==> src/pkg/cts_pkg.sv <==
// Purpose: Constants for the control timer set bits and synchronisation busy flags.
// Assumes: AHB-Lite word access, one clock, prescaled timer tick made inside the block.
// Notes: Offsets are register indices; byte address is four times the index.
package cts_pkg;
   // ----------------------------------------------------------------
   // Register indices
   // ----------------------------------------------------------------
   localparam logic [7:0] CTS_IDX_CTRLA = 8'h00;
   localparam logic [7:0] CTS_IDX_CLR = 8'h04;
   localparam logic [7:0] CTS_IDX_SET = 8'h05;
   localparam logic [7:0] CTS_IDX_BUSY = 8'h08;
   localparam logic [7:0] CTS_IDX_STATUS = 8'h10;
   localparam logic [7:0] CTS_IDX_COUNT = 8'h11;
   localparam logic [7:0] CTS_IDX_WAVE = 8'h12;
   localparam logic [7:0] CTS_IDX_OVR = 8'h13;
   localparam logic [7:0] CTS_IDX_LEN = 8'h14;
   localparam logic [7:0] CTS_IDX_CMP0 = 8'h15;
   localparam logic [7:0] CTS_IDX_SHAPEB = 8'h1A;
   localparam logic [7:0] CTS_IDX_OVRB = 8'h1B;
   localparam logic [7:0] CTS_IDX_LENB = 8'h1C;
   localparam logic [7:0] CTS_IDX_CMPB0 = 8'h1D;
   // ----------------------------------------------------------------
   // Field positions
   // ----------------------------------------------------------------
   localparam int CTS_B_DIR = 0;
   localparam int CTS_B_LOCK = 1;
   localparam int CTS_B_SINGLE = 2;
   localparam int CTS_B_SRST = 0;
   localparam int CTS_B_ENABLE = 1;
   localparam int CTS_B_CAPT = 2;
   localparam int CTS_B_STOP = 0;
   localparam int CTS_S_SRST = 0;
   localparam int CTS_S_ENABLE = 1;
   localparam int CTS_S_CTL2 = 2;
   localparam int CTS_S_STATUS = 3;
   localparam int CTS_S_COUNT = 4;
   localparam int CTS_S_OVR = 5;
   localparam int CTS_S_WAVE = 6;
   localparam int CTS_S_LEN = 7;
   localparam int CTS_S_CMP0 = 8;
   localparam int CTS_S_OVRB = 16;
   localparam int CTS_S_SHAPEB = 17;
   localparam int CTS_S_LENB = 18;
   localparam int CTS_S_CMPB0 = 19;
   // ----------------------------------------------------------------
   // Sizes, reset values and timing
   // ----------------------------------------------------------------
   localparam int CTS_CH = 4;
   localparam int CTS_W = 16;
   localparam logic [3:0] CTS_CH_PRESENT = 4'hF;
   localparam logic [31:0] CTS_BUSY_RST = 32'h0000_0000;
   localparam logic [15:0] CTS_LEN_RST = 16'hFFFF;
   localparam logic [15:0] CTS_ZERO16 = 16'h0000;
   localparam logic [15:0] CTS_ONE16 = 16'h0001;
   localparam logic [7:0] CTS_ZERO8 = 8'h00;
   localparam logic [2:0] CTS_ZERO3 = 3'h0;
   localparam logic [31:0] CTS_ZERO32 = 32'h0000_0000;
   localparam logic [1:0] CTS_PRESC_MAX = 2'h3;
   localparam logic [1:0] CTS_PRESC_ONE = 2'h1;
   localparam logic [1:0] CTS_PRESC_RST = 2'h0;
endpackage

==> src/logic/cts_top.sv <==
// Purpose: Control timer set bits, counter core and synchronisation busy register.
// Assumes: Single AHB-Lite master, word transfers only, timer ticks every fourth clock.
// Notes: Soft reset clears control state only once its crossing completes.
// Functional notes
// - Writing one to single_run in the set register enables it; zero does nothing.
// - With single_run on, counting stops at next overflow or underflow.
// - With single_run off, the counter wraps and keeps running.
// - Writing one to buffer_transfer_lock in the set register locks updates.
// - Unlocked update copies compare, period, pattern and waveform buffers to active.
// - Locked update transfers no buffered value.
// - Lock is ignored while input capture is enabled.
// - Writing one to direction in the set register clears it; zero ignored.
// - Direction zero counts up, one counts down.
// - Busy bits 19 to 22 track compare buffer channel crossings.
// - Channel busy flags exist only for present channels.
// - Busy 18 period buffer, 17 waveform buffer, 16 pattern buffer.
// - Busy bits 8 to 11 track active compare channel crossings.
// - Busy 7 period, 6 waveform, 5 pattern register.
// - Busy 4 tracks the counter value crossing.
// - Busy 3 status, 2 second control, 1 enable.
// - Busy 0 tracks the soft reset crossing.
//
// Chosen here: the AHB-Lite slave port.
`timescale 1ns/1ps
module cts_top
   import cts_pkg::*;
(
   // Clock and reset
   input wire logic CLK_I,
   input wire logic RESET_N_I,
   // AHB-Lite slave
   input wire logic HSEL_I,
   input wire logic [31:0] HADDR_I,
   input wire logic [1:0] HTRANS_I,
   input wire logic HWRITE_I,
   input wire logic [2:0] HSIZE_I,
   input wire logic [31:0] HWDATA_I,
   input wire logic HREADY_I,
   output logic [31:0] HRDATA_O,
   output logic HREADYOUT_O,
   output logic HRESP_O,
   // Timer state
   output logic [15:0] COUNT_O,
   output logic RUNNING_O,
   output logic UPDATE_O
);
   // ----------------------------------------------------------------
   // Bus address phase
   // ----------------------------------------------------------------
   logic wr_pend;
   logic [7:0] wr_idx;
   logic [31:0] busy;
   logic [31:0] staged;
   logic [1:0] presc;
   logic single_run;
   logic buffer_transfer_lock;
   logic dir;
   logic enable;
   logic capture_en;
   logic stopped;
   logic [15:0] count;
   logic [15:0] cycle_length;
   logic [15:0] cycle_length_buffer;
   logic [7:0] output_shape;
   logic [7:0] output_shape_buffer;
   logic [15:0] pin_override;
   logic [15:0] pin_override_buffer;
   logic [15:0] compare_capture_reg [CTS_CH];
   logic [15:0] cmp_buffer_reg [CTS_CH];

   wire addr_ok = HSEL_I & HTRANS_I[1] & HREADY_I;
   wire [7:0] a_idx = HADDR_I[9:2];
   wire wr = wr_pend;
   wire [31:0] wd = HWDATA_I;

   function automatic logic hit(input logic [7:0] i, input logic [7:0] r);
      hit = (i == r);
   endfunction

   function automatic logic ch_hit(input logic [7:0] i, input logic [7:0] base, input int c);
      ch_hit = (i == (base + 8'(c)));
   endfunction

   // ----------------------------------------------------------------
   // Timer tick and synchronisation handshake
   // ----------------------------------------------------------------
   wire tick = (presc == CTS_PRESC_MAX);
   wire [31:0] done = tick ? staged : CTS_ZERO32;
   wire srst_done = done[CTS_S_SRST];
   // Bits 12 to 15 and 23 upwards are reserved, so they can never be set.
   wire [31:0] ch_mask = {9'h000, CTS_CH_PRESENT, 3'h7, 4'h0, CTS_CH_PRESENT, 8'hFF};

   logic [31:0] set_mask;
   always_comb begin
      set_mask = CTS_ZERO32;
      if (wr) begin
         set_mask[CTS_S_SRST] = hit(wr_idx, CTS_IDX_CTRLA) & wd[CTS_B_SRST];
         set_mask[CTS_S_ENABLE] = hit(wr_idx, CTS_IDX_CTRLA);
         set_mask[CTS_S_CTL2] = hit(wr_idx, CTS_IDX_CLR) | hit(wr_idx, CTS_IDX_SET);
         set_mask[CTS_S_STATUS] = hit(wr_idx, CTS_IDX_STATUS);
         set_mask[CTS_S_COUNT] = hit(wr_idx, CTS_IDX_COUNT);
         set_mask[CTS_S_OVR] = hit(wr_idx, CTS_IDX_OVR);
         set_mask[CTS_S_WAVE] = hit(wr_idx, CTS_IDX_WAVE);
         set_mask[CTS_S_LEN] = hit(wr_idx, CTS_IDX_LEN);
         set_mask[CTS_S_OVRB] = hit(wr_idx, CTS_IDX_OVRB);
         set_mask[CTS_S_SHAPEB] = hit(wr_idx, CTS_IDX_SHAPEB);
         set_mask[CTS_S_LENB] = hit(wr_idx, CTS_IDX_LENB);
         for (int c = 0; c < CTS_CH; c++) begin
            set_mask[CTS_S_CMP0 + c] = ch_hit(wr_idx, CTS_IDX_CMP0, c);
            set_mask[CTS_S_CMPB0 + c] = ch_hit(wr_idx, CTS_IDX_CMPB0, c);
         end
         set_mask = set_mask & ch_mask;
      end
   end

   // A new write wins over a completing crossing, so a rewrite restarts it.
   wire [31:0] next_busy = (busy & ~done) | set_mask;
   wire [31:0] next_staged = tick ? (busy & ~staged & ~set_mask) : (staged & ~set_mask);

   // ----------------------------------------------------------------
   // Counter core
   // ----------------------------------------------------------------
   wire run = enable & ~stopped;
   wire wrap_up = ~dir & (count == cycle_length);
   wire wrap_dn = dir & (count == CTS_ZERO16);
   wire wrap = run & tick & (wrap_up | wrap_dn);
   wire do_update = wrap & (~buffer_transfer_lock | capture_en);
   wire [15:0] next_count = wrap_up ? CTS_ZERO16 :
                            wrap_dn ? cycle_length :
                            dir ? (count - CTS_ONE16) : (count + CTS_ONE16);
   wire wr_clr = wr & hit(wr_idx, CTS_IDX_CLR);
   wire wr_set = wr & hit(wr_idx, CTS_IDX_SET);

   // ----------------------------------------------------------------
   // Read mux
   // ----------------------------------------------------------------
   wire [7:0] ctl2_val = {5'h00, single_run, buffer_transfer_lock, dir};
   logic [31:0] rd_val;
   always_comb begin
      rd_val = CTS_ZERO32;
      if (hit(a_idx, CTS_IDX_CTRLA)) begin
         rd_val = {29'h0, capture_en, enable, busy[CTS_S_SRST]};
      end
      if (hit(a_idx, CTS_IDX_CLR) | hit(a_idx, CTS_IDX_SET)) begin
         rd_val = {24'h0, ctl2_val};
      end
      if (hit(a_idx, CTS_IDX_BUSY)) begin
         rd_val = busy;
      end
      if (hit(a_idx, CTS_IDX_STATUS)) begin
         rd_val = {31'h0, stopped};
      end
      if (hit(a_idx, CTS_IDX_COUNT)) begin
         rd_val = {16'h0, count};
      end
      if (hit(a_idx, CTS_IDX_WAVE)) begin
         rd_val = {24'h0, output_shape};
      end
      if (hit(a_idx, CTS_IDX_SHAPEB)) begin
         rd_val = {24'h0, output_shape_buffer};
      end
      if (hit(a_idx, CTS_IDX_OVR)) begin
         rd_val = {16'h0, pin_override};
      end
      if (hit(a_idx, CTS_IDX_OVRB)) begin
         rd_val = {16'h0, pin_override_buffer};
      end
      if (hit(a_idx, CTS_IDX_LEN)) begin
         rd_val = {16'h0, cycle_length};
      end
      if (hit(a_idx, CTS_IDX_LENB)) begin
         rd_val = {16'h0, cycle_length_buffer};
      end
      for (int c = 0; c < CTS_CH; c++) begin
         if (ch_hit(a_idx, CTS_IDX_CMP0, c)) begin
            rd_val = {16'h0, compare_capture_reg[c]};
         end
         if (ch_hit(a_idx, CTS_IDX_CMPB0, c)) begin
            rd_val = {16'h0, cmp_buffer_reg[c]};
         end
      end
   end

   assign HREADYOUT_O = 1'b1;
   assign HRESP_O = 1'b0;
   assign COUNT_O = count;
   assign RUNNING_O = run;

   // ----------------------------------------------------------------
   // Bus and handshake registers
   // ----------------------------------------------------------------
   always_ff @(posedge CLK_I or negedge RESET_N_I) begin
      if (!RESET_N_I) begin
         wr_pend <= 1'b0;
         wr_idx <= CTS_ZERO8;
         HRDATA_O <= CTS_ZERO32;
         presc <= CTS_PRESC_RST;
         busy <= CTS_BUSY_RST;
         staged <= CTS_BUSY_RST;
      end else begin
         wr_pend <= addr_ok & HWRITE_I;
         wr_idx <= a_idx;
         HRDATA_O <= (addr_ok & ~HWRITE_I) ? rd_val : HRDATA_O;
         presc <= presc + CTS_PRESC_ONE;
         busy <= next_busy;
         staged <= next_staged;
      end
   end

   // ----------------------------------------------------------------
   // Control and timer registers
   // ----------------------------------------------------------------
   // The soft reset takes effect only when its crossing completes.
   always_ff @(posedge CLK_I or negedge RESET_N_I) begin
      if (!RESET_N_I) begin
         single_run <= 1'b0;
         buffer_transfer_lock <= 1'b0;
         dir <= 1'b0;
         enable <= 1'b0;
         capture_en <= 1'b0;
         stopped <= 1'b0;
         count <= CTS_ZERO16;
         cycle_length <= CTS_LEN_RST;
         cycle_length_buffer <= CTS_LEN_RST;
         output_shape <= CTS_ZERO8;
         output_shape_buffer <= CTS_ZERO8;
         pin_override <= CTS_ZERO16;
         pin_override_buffer <= CTS_ZERO16;
         UPDATE_O <= 1'b0;
         for (int c = 0; c < CTS_CH; c++) begin
            compare_capture_reg[c] <= CTS_ZERO16;
            cmp_buffer_reg[c] <= CTS_ZERO16;
         end
      end else if (srst_done) begin
         // Kept synchronous so that the pin reset stays the only asynchronous path.
         single_run <= 1'b0;
         buffer_transfer_lock <= 1'b0;
         dir <= 1'b0;
         enable <= 1'b0;
         capture_en <= 1'b0;
         stopped <= 1'b0;
         count <= CTS_ZERO16;
         cycle_length <= CTS_LEN_RST;
         cycle_length_buffer <= CTS_LEN_RST;
         output_shape <= CTS_ZERO8;
         output_shape_buffer <= CTS_ZERO8;
         pin_override <= CTS_ZERO16;
         pin_override_buffer <= CTS_ZERO16;
         UPDATE_O <= 1'b0;
         for (int c = 0; c < CTS_CH; c++) begin
            compare_capture_reg[c] <= CTS_ZERO16;
            cmp_buffer_reg[c] <= CTS_ZERO16;
         end
      end else begin
         UPDATE_O <= do_update;
         if (wr_set && wd[CTS_B_SINGLE]) begin
            single_run <= 1'b1;
         end else if (wr_clr && wd[CTS_B_SINGLE]) begin
            single_run <= 1'b0;
         end
         if (wr_set && wd[CTS_B_LOCK]) begin
            buffer_transfer_lock <= 1'b1;
         end else if (wr_clr && wd[CTS_B_LOCK]) begin
            buffer_transfer_lock <= 1'b0;
         end
         if (wr_set && wd[CTS_B_DIR]) begin
            dir <= 1'b0;
         end else if (wr_clr && wd[CTS_B_DIR]) begin
            dir <= 1'b1;
         end
         if (wr && hit(wr_idx, CTS_IDX_CTRLA)) begin
            enable <= wd[CTS_B_ENABLE];
            capture_en <= wd[CTS_B_CAPT];
         end
         if (wrap && single_run) begin
            stopped <= 1'b1;
         end else if (wr && hit(wr_idx, CTS_IDX_STATUS) && wd[CTS_B_STOP]) begin
            stopped <= 1'b0;
         end
         if (wr && hit(wr_idx, CTS_IDX_COUNT)) begin
            count <= wd[15:0];
         end else if (run && tick && !(wrap && single_run)) begin
            count <= next_count;
         end
         if (wr && hit(wr_idx, CTS_IDX_LEN)) begin
            cycle_length <= wd[15:0];
         end else if (do_update) begin
            cycle_length <= cycle_length_buffer;
         end
         if (wr && hit(wr_idx, CTS_IDX_LENB)) begin
            cycle_length_buffer <= wd[15:0];
         end
         if (wr && hit(wr_idx, CTS_IDX_WAVE)) begin
            output_shape <= wd[7:0];
         end else if (do_update) begin
            output_shape <= output_shape_buffer;
         end
         if (wr && hit(wr_idx, CTS_IDX_SHAPEB)) begin
            output_shape_buffer <= wd[7:0];
         end
         if (wr && hit(wr_idx, CTS_IDX_OVR)) begin
            pin_override <= wd[15:0];
         end else if (do_update) begin
            pin_override <= pin_override_buffer;
         end
         if (wr && hit(wr_idx, CTS_IDX_OVRB)) begin
            pin_override_buffer <= wd[15:0];
         end
         for (int c = 0; c < CTS_CH; c++) begin
            if (wr && ch_hit(wr_idx, CTS_IDX_CMP0, c)) begin
               compare_capture_reg[c] <= wd[15:0];
            end else if (do_update) begin
               compare_capture_reg[c] <= cmp_buffer_reg[c];
            end
            if (wr && ch_hit(wr_idx, CTS_IDX_CMPB0, c)) begin
               cmp_buffer_reg[c] <= wd[15:0];
            end
         end
      end
   end
endmodule

==> config.mk <==
export PLATFORM = sky130hd
export DESIGN_NAME = cts_top
export DESIGN_NICKNAME = d
export VERILOG_FILES = /design/src/pkg/cts_pkg.sv /design/src/logic/cts_top.sv
export SDC_FILE = /design/constraint.sdc
export NUM_CORES = 1
export LEC_CHECK = 0
export ABC_AREA = 0
export BUFFER_PORTS_ARGS = -buffer_cell sky130_fd_sc_hd__clkbuf_2
export CORE_AREA = 2 2 348 178
export CTS_BUF_LIST = sky130_fd_sc_hd__clkbuf_4
export CTS_CLUSTER_DIAMETER = 100
export DETAILED_ROUTE_END_ITERATION = 6
export DIE_AREA = 0 0 350 180
export PLACE_DENSITY = 0.45
export REMOVE_ABC_BUFFERS = 1
export SETUP_SLACK_MARGIN = 0.5
export SLEW_MARGIN = 5
export SYNTH_ARGS = -nofsm -noshare
export SYNTH_HDL_FRONTEND = slang
export SYNTH_SLANG_ARGS = --single-unit
==> constraint.sdc <==
create_clock -name CLK_I -period 3.3 [get_ports CLK_I]
set_input_delay 0.165 -clock CLK_I [delete_from_list [all_inputs] [get_ports CLK_I]]
set_output_delay 0.165 -clock CLK_I [all_outputs]
set_load 0.01 [all_outputs]
==> metrics.md, run 1 <==
| Metric | Value |
|---|---|
| Status | `finished, final reports clean` |
| Class of the worst hold path | `in -> reg` |
| Yosys cell types | `73` |
| Initial Utilization | `29.7%` |
| Global Route met1 Usage | `between 30% and 40%` |
| Final wirelength | `70000 µm` |
| Gr busiest metal | `met1` |
| GRT Util Overall | `21.8%` |
| Die width | `around 350 µm` |
| Sequential-to-total area share from yosys stat | `a little under half` |
| Max_slew headroom | `41.2%` |
| Clock Tree Buf Depth | `3` |
| Min-delay src | `HTRANS_I[1]` |
| Gr ovfl total | `0` |
| Syn. warnings | `0` |
| CTS Sinks | `about 340` |
| FMAX | `348 MHz` |
| Final Util | `35.4%` |
| P_int | `around 6.3 mW` |
| Worst skew pair latency | `0.83 ns` |
| Fin crit period | `between 2 and 3 ns` |
| Met3 track demand over resource | `6.97%` |
| First-pass GRT wire length | `103000 µm` |
| RSZ-0062 raised after global routing | `yes` |
| Initial DRC Count | `1730` |
| Fin Hold WS | `about 0.11 ns` |
| Setup violators final | `0` |
| CTS Buf Count | `86` |
| Row cnt | `64` |
| Synth Flop Type | `dfrtp_1` |
| ANT nets after route | `0` |
| Netlist Area Pre-Place | `17800 µm²` |
| Fin nets | `about 2200` |
| M2 GR Usage | `27.2%` |
| Die Height | `180 µm` |
| # IOs | `roughly 130` |
| Critical path class | `reg -> reg` |
| Synth Instances | `1979` |
| DR vias/cell | `roughly 5.4` |
| Worst slew pin tran | `0.880 ns` |
| Worst r2r dst | `compare_capture_reg[41]` |
| Most frequent cells in the layout | `nand2_1 (375), dfrtp_1 (303), nor2_1 (199)` |
| Seq pwr share | `49.6%` |
| Setup Skew | `0.0662 ns` |
| Psw | `approximately 2.4 mW` |
| Max Cap Viol | `0` |
| Fin cells | `3031` |
| GP Congestion | `0.910` |
| WL/cell | `23.1 µm` |
| Hpwl dp | `48300 µm` |
| Port-buffer cells | `79` |
| Via Count | `16388` |
| Die ar. | `about 63000 µm²` |
| DRC Markers | `0` |
| Reg2reg setup slack | `0.43 ns` |
| Layout area overhead | `19.2%` |
| Lkg Pwr | `9.13 nW` |
| Hold path endpoint | `HRDATA_O[7]` |
| Startpoint types | `flip-flop` |
| Initial antenna violation count | `3` |
| Cell total after placement | `between 2000 and 3000` |
| Sw frac | `around 27%` |
| Fraction of layout cells with a size suffix above 1 | `about a fifth` |
| Clock-pin slew on the worst setup and hold paths | `0.08 ns` |
| Worst slack at placement | `around 0.34 ns` |
| Pins over their slew limit | `0` |
| Clock share of power | `43.6%` |
| Combinational Power Share | `under 10%` |
| Power per standard cell area | `roughly 410 nW/µm²` |
| Worst-path maximum fanout | `21` |
| Final worst setup slack | `approximately 0.43 ns` |
| R2r worst-path depth | `10` |
| Syn avg cell area | `9.01 µm²` |
| Worst EP arrival | `3.50 ns` |
| CTS H-tree depth | `3` |
| TritonRoute pass-1 iters | `5` |
| Maximum vdd drop | `0.000219 V` |
| CTS tree | `built` |
| Vias in the first global route | `16045` |
| Hold Fails Final Rpt | `0` |
| Worst hold path depth | `5` |
| Largest net degree at the start of global routing | `104` |
| Required @ worst endpoint | `3.93 ns` |
| Final period util | `just under 90%` |
| Leading cell type in the layout, fill and taps excluded | `nand2_1` |
| Seq cells post-synth | `338` |
| Worst setup EP type | `flip-flop` |
| Root buffer cell | `clkbuf_4` |
| Reg-to-reg startpoint | `cycle_length[4]` |
| Core area | `60100 µm²` |
| Number of synthesized flops with an enable pin | `0` |
| Ys async rst share | `100%` |
-- worst max path at each step --
stage                     slack (ns)              from                 endpoint  depth (start not counted)
after global placement          0.38        HADDR_I[7]              HRDATA_O[0]                         10
final                           0.43   cycle_length[4]  compare_capture_reg[41]                         10
after CTS                       0.45  cycle_length[11]  compare_capture_reg[21]                         10
after global routing            0.30   cycle_length[9]  compare_capture_reg[41]                         10
after detailed placement        0.34        HADDR_I[7]              HRDATA_O[0]                         10
after floorplan                -3.43          presc[0]         cycle_length[15]                          6
-- logic make-up (layout without fill, tap and decap cells) --
| group | after synthesis | count (layout) | share of synthesized area, % |
|---|---|---|---|
| compound gates | 527 | 527 | 19.3 |
| mux | 135 | 135 | 7.77 |
| other cells | 2 | 4 | 0.0421 |
| simple gates | 759 | 759 | 18.1 |
| fa+ha+maj | 16 | 16 | 1.16 |
| xor+xnor | 24 | 24 | 1.18 |
| buf+inv | 178 | 403 | 4.80 |
| flops | 338 | 338 | 47.7 |
-- cell usage after synthesis, types with 4 or more instances --
| master | instances | area share [%] |
|---|---|---|
| a211oi_1 | 107 | 4.5 |
| a21boi_0 | 13 | 0.55 |
| a21o_1 | 7 | 0.29 |
| a21oi_1 | 153 | 4.3 |
| a221o_1 | 5 | 0.28 |
| a221oi_1 | 22 | 1.1 |
| a22o_1 | 13 | 0.64 |
| a22oi_1 | 20 | 0.84 |
| a2bb2oi_1 | 4 | 0.20 |
| a31oi_1 | 16 | 0.56 |
| and2_1 | 6 | 0.21 |
| and3_1 | 7 | 0.25 |
| buf_1 | 5 | 0.11 |
| buf_12 | 9 | 1.0 |
| buf_2 | 12 | 0.34 |
| buf_4 | 5 | 0.21 |
| clkbuf_1 | 119 | 2.5 |
| dfrtp_1 | 306 | 43 |
| dfstp_2 | 32 | 4.7 |
| ha_1 | 15 | 1.1 |
| inv_1 | 26 | 0.55 |
| mux2_2 | 27 | 1.7 |
| mux2i_1 | 108 | 6.1 |
| nand2_1 | 375 | 7.9 |
| nand3_1 | 76 | 2.1 |
| nor2_1 | 202 | 4.3 |
| nor2b_1 | 21 | 0.74 |
| nor3_1 | 27 | 0.76 |
| nor4_1 | 9 | 0.32 |
| o211ai_1 | 10 | 0.42 |
| o21a_1 | 9 | 0.38 |
| o21ai_0 | 84 | 2.4 |
| o21ai_1 | 14 | 0.39 |
| o221ai_1 | 6 | 0.29 |
| o22ai_1 | 11 | 0.39 |
| o31ai_1 | 5 | 0.21 |
| o32a_1 | 4 | 0.22 |
| o32ai_1 | 5 | 0.25 |
| or2_2 | 6 | 0.21 |
| or3_1 | 7 | 0.25 |
| xnor2_1 | 5 | 0.25 |
| xor2_1 | 19 | 0.93 |
-- power groups by stage --
stage               Sequential, mW  Combinational (mW)  Clock, mW
floorplan                     4.35               0.174          0
global placement              4.36               0.541          0
detailed placement            4.36               0.548          0
CTS                           4.28               0.587       3.89
global route                  4.29               0.642       4.10
finish                        4.28               0.588       3.76
-- worst max-delay path, cell delays in order, from the launching register on --
cell and delay, ns:
dfstp_2 0.59, xor2_2 0.11, nor4_2 0.32, buf_4 0.16, nand4_1 0.13, o31a_4 0.36
nor3_4 0.26, buf_12 0.21, buf_16 0.21, mux2i_1 0.21, a211oi_1 0.09
-- layer usage --
metal  vias to the layer above  share of wire, %
li1                       7390                 -
met1                      8170                51
met2                       743                38
met3                        83                10
met4                         2               1.3
met5                         -              0.15
-- final cells by class --
| type | count | area (µm²) |
|---|---|---|
| Clock inverter | 18 | 97.6 |
| Sequential cell | 338 | 8500 |
| Multi-Input combinational cell | 1463 | 8650 |
| Timing Repair Buffer | 228 | 1890 |
| Antenna cell | 2 | 5.00 |
| Inverter | 27 | 105 |
| Tap cell | 825 | 1030 |
| Fill cell | 6208 | 38900 |
| Clock buffer | 130 | 976 |
-- what timing repair did --
action / in CTS / in global routing
gates resized for setup: 5 / 51
pin swaps: 0 / 19
endpoints found under the hold margin: 558 / 0
endpoints found under the setup margin: 110 / 122
hold buffers: 32 / 0
buffers inserted: 1 / 9
cloned: 0 / 2
-- stage by stage --
stage	total power, mW	instance area (µm²)	TNS, ns
after floorplan	4.53	17100	-605.19
after global placement	4.90	19500	0
after detailed placement	4.91	19500	0
after CTS	8.76	20900	0
after global routing	9.03	21300	0
final	8.63	21300	0
Power figures use the tool's default switching activity.
==> inputs of run 2 (changes only) <==
--- a/config.mk
+++ b/config.mk
@@ -13,8 +13,9 @@
 export DETAILED_ROUTE_END_ITERATION = 6
 export DIE_AREA = 0 0 350 180
 export PLACE_DENSITY = 0.45
+export RECOVER_POWER = 50
 export REMOVE_ABC_BUFFERS = 1
-export SETUP_SLACK_MARGIN = 0.5
+export SETUP_SLACK_MARGIN = 0.05
 export SLEW_MARGIN = 5
 export SYNTH_ARGS = -nofsm -noshare
 export SYNTH_HDL_FRONTEND = slang
==> metrics.md, run 2 (same netlist as run 1, synthesis figures left out) <==
| Metric | Value |
|---|---|
| Clock Tree Buf Depth | `3 (unchanged)` |
| Root buffer cell | `clkbuf_4` |
| Setup violators final | `0 (unchanged)` |
| Most frequent cells in the layout | `nand2_1 (375), dfrtp_1 (306), nor2_1 (201)` |
| Required @ worst endpoint | `3.98 ns (+0.05 ns)` |
| Fin nets | `2222 (-0.54%)` |
| Fin cells | `3019 (-0.40%)` |
| Layout area overhead | `16.7%` |
| Min-delay src | `HTRANS_I[1]` |
| DR vias/cell | `5.39 (-0.26%)` |
| Status | `finished with violations` |
| Max_slew headroom | `-5.75% (-47 points)` |
| Port-buffer cells | `79 (unchanged)` |
| CTS Sinks | `338 (unchanged)` |
| CTS Buf Count | `86 (unchanged)` |
| Die Height | `180 µm (unchanged)` |
| GRT Util Overall | `21.8% (-0.022 points)` |
| Leading cell type in the layout, fill and taps excluded | `nand2_1` |
| GP Congestion | `0.910 (unchanged)` |
| Reg2reg setup slack | `0.31 ns (-0.12 ns)` |
| Max Cap Viol | `1 (+1)` |
| ANT nets after route | `0 (unchanged)` |
| R2r worst-path depth | `10 (unchanged)` |
| # IOs | `126 (unchanged)` |
| Worst skew pair latency | `0.84 ns (about the same)` |
| CTS H-tree depth | `3 (unchanged)` |
| Final total power | `8.61 mW (-0.24%)` |
| Sequential cell area | `8500 µm² (about the same)` |
| FMAX | `323 MHz (-7.2%)` |
| Class of the worst hold path | `in -> reg` |
| Number of gates resized after CTS | `0 (-5)` |
| Gr ovfl total | `0 (unchanged)` |
| Die ar. | `63000 µm² (unchanged)` |
| Violated checks | `max-capacitance violations, max-slew violations` |
| Power per standard cell area | `414 nW/µm² (+2.0%)` |
| Hpwl dp | `48300 µm (unchanged)` |
| Critical path class | `in -> reg` |
| Worst-path maximum fanout | `16 (-24%)` |
| Via Count | `16280 (-0.66%)` |
| Worst EP arrival | `3.78 ns (+0.28 ns)` |
| WL/cell | `22.9 µm (-0.63%)` |
| Fillers | `6256 (+0.77%)` |
| Hold Fails Final Rpt | `0 (unchanged)` |
| Fraction of layout cells with a size suffix above 1 | `17.2% (-2.9 points)` |
| Worst hold path depth | `5 (unchanged)` |
| Setup tns final | `0 ns (unchanged)` |
| Row cnt | `64 (unchanged)` |
| Final Util | `34.6% (-0.76 points)` |
| Clock-pin slew on the worst setup and hold paths | `0.07 ns (about the same)` |
| Reg-to-reg startpoint | `COUNT_O[4]` |
| Initial antenna violation count | `2 (-1)` |
| Die width | `350 µm (unchanged)` |
| Final wirelength | `69200 µm (-1.0%)` |
| Fin Hold WS | `0.129 ns (+0.0235 ns)` |
| Startpoint types | `primary input` |
| Lkg Pwr | `8.88 nW (-2.8%)` |
| Maximum vdd drop | `0.000219 V (+0.12%)` |
| Initial DRC Count | `1762 (+1.8%)` |
| Largest net degree at the start of global routing | `104 (unchanged)` |
| Pins over their slew limit | `20 (+20)` |
| CTS tree | `built` |
| Hold path endpoint | `HRDATA_O[7]` |
| Initial Utilization | `29.7% (unchanged)` |
| First-pass GRT wire length | `103000 µm (about the same)` |
| Multi-input gate area | `8510 µm² (-1.7%)` |
| Core area | `60100 µm² (unchanged)` |
| Vias in the first global route | `16004 (-0.26%)` |
| Worst slew pin tran | `1.59 ns (+0.706 ns)` |
| RSZ-0062 raised after global routing | `no` |
| DRC Markers | `0 (unchanged)` |
| TritonRoute pass-1 iters | `7 (+2)` |
| Worst setup EP type | `flip-flop` |
| Setup Skew | `0.0738 ns (+0.00758 ns)` |
| Worst r2r dst | `compare_capture_reg[41]` |
| Cell total after placement | `2837 (unchanged)` |
| Final period util | `93.8% (+6.8 points)` |
| Fin crit period | `3.10 ns (+0.224 ns)` |
## run 2: changes by cell type in the layout (fill, tap and decap cells not counted), sizes merged
| cell | change |
|---|---|
| clkbuf | +10 |
| buf | -22 |
| clkinvlp | -1 |
| inv | +1 |
## run 2: worst max path at each step
stage / start / endpoint / slack [ns] / cells after the start
finish: HADDR_I[2] / HRDATA_O[12] / 0.20 / 11
global route: HADDR_I[3] / HRDATA_O[1] / 0.11 / 11
global placement: HADDR_I[7] / HRDATA_O[0] / 0.38 / 10
CTS: dir / COUNT_O[15] / 0.38 / 9
detailed placement: HADDR_I[7] / HRDATA_O[0] / 0.34 / 10
floorplan: presc[0] / cycle_length[15] / -3.43 / 6
## run 2: worst max-delay path, stage by stage
cell           delay, ns
dlygate4sd3_1       0.52
clkbuf_2            0.11
clkbuf_1            0.85
nor2_1              0.27
nand2_1             0.45
nor2_1              0.20
a22oi_1             0.22
a31oi_1             0.15
a221oi_1            0.44
a41oi_1             0.19
a21o_1              0.19
## run 2: what timing repair did
action	in CTS	in global routing
hold buffers	32	0
buffers inserted	0	0
hold endpoints to repair	558	0
## run 2: area by class of cell
class,count,share of cell area (%)
timing repair buffer,216,7.63
sequential,338,40.8
tap,825,4.96
multi-input combinational,1463,40.9
clock inverter,18,0.469
inverter,27,0.487
clock buffer,130,4.69
antenna,2,0.0241
## run 2: metal layers
metal	track usage, %	wire length, µm	up-vias
met4	4.62	883	2
met2	27.2	25900	722
li1	-	-	7362
met5	1.21	105	-
met1	35.0	35300	8119
met3	6.83	6980	75
## run 2: power breakdown
group	internal (mW)	switching (mW)
clock network	1.86	1.90
logic	0.171	0.394
registers	4.22	0.0654
total	6.25	2.36
## run 2: metrics by stage
stage / setup WS [ns] / instance area, µm²
3_3_place_gp: 0.382 / 19500
6_report: 0.204 / 20800
2_1_floorplan: -3.43 / 17100
3_5_place_dp: 0.345 / 19500
4_1_cts: 0.381 / 20900
5_1_grt: 0.110 / 20800
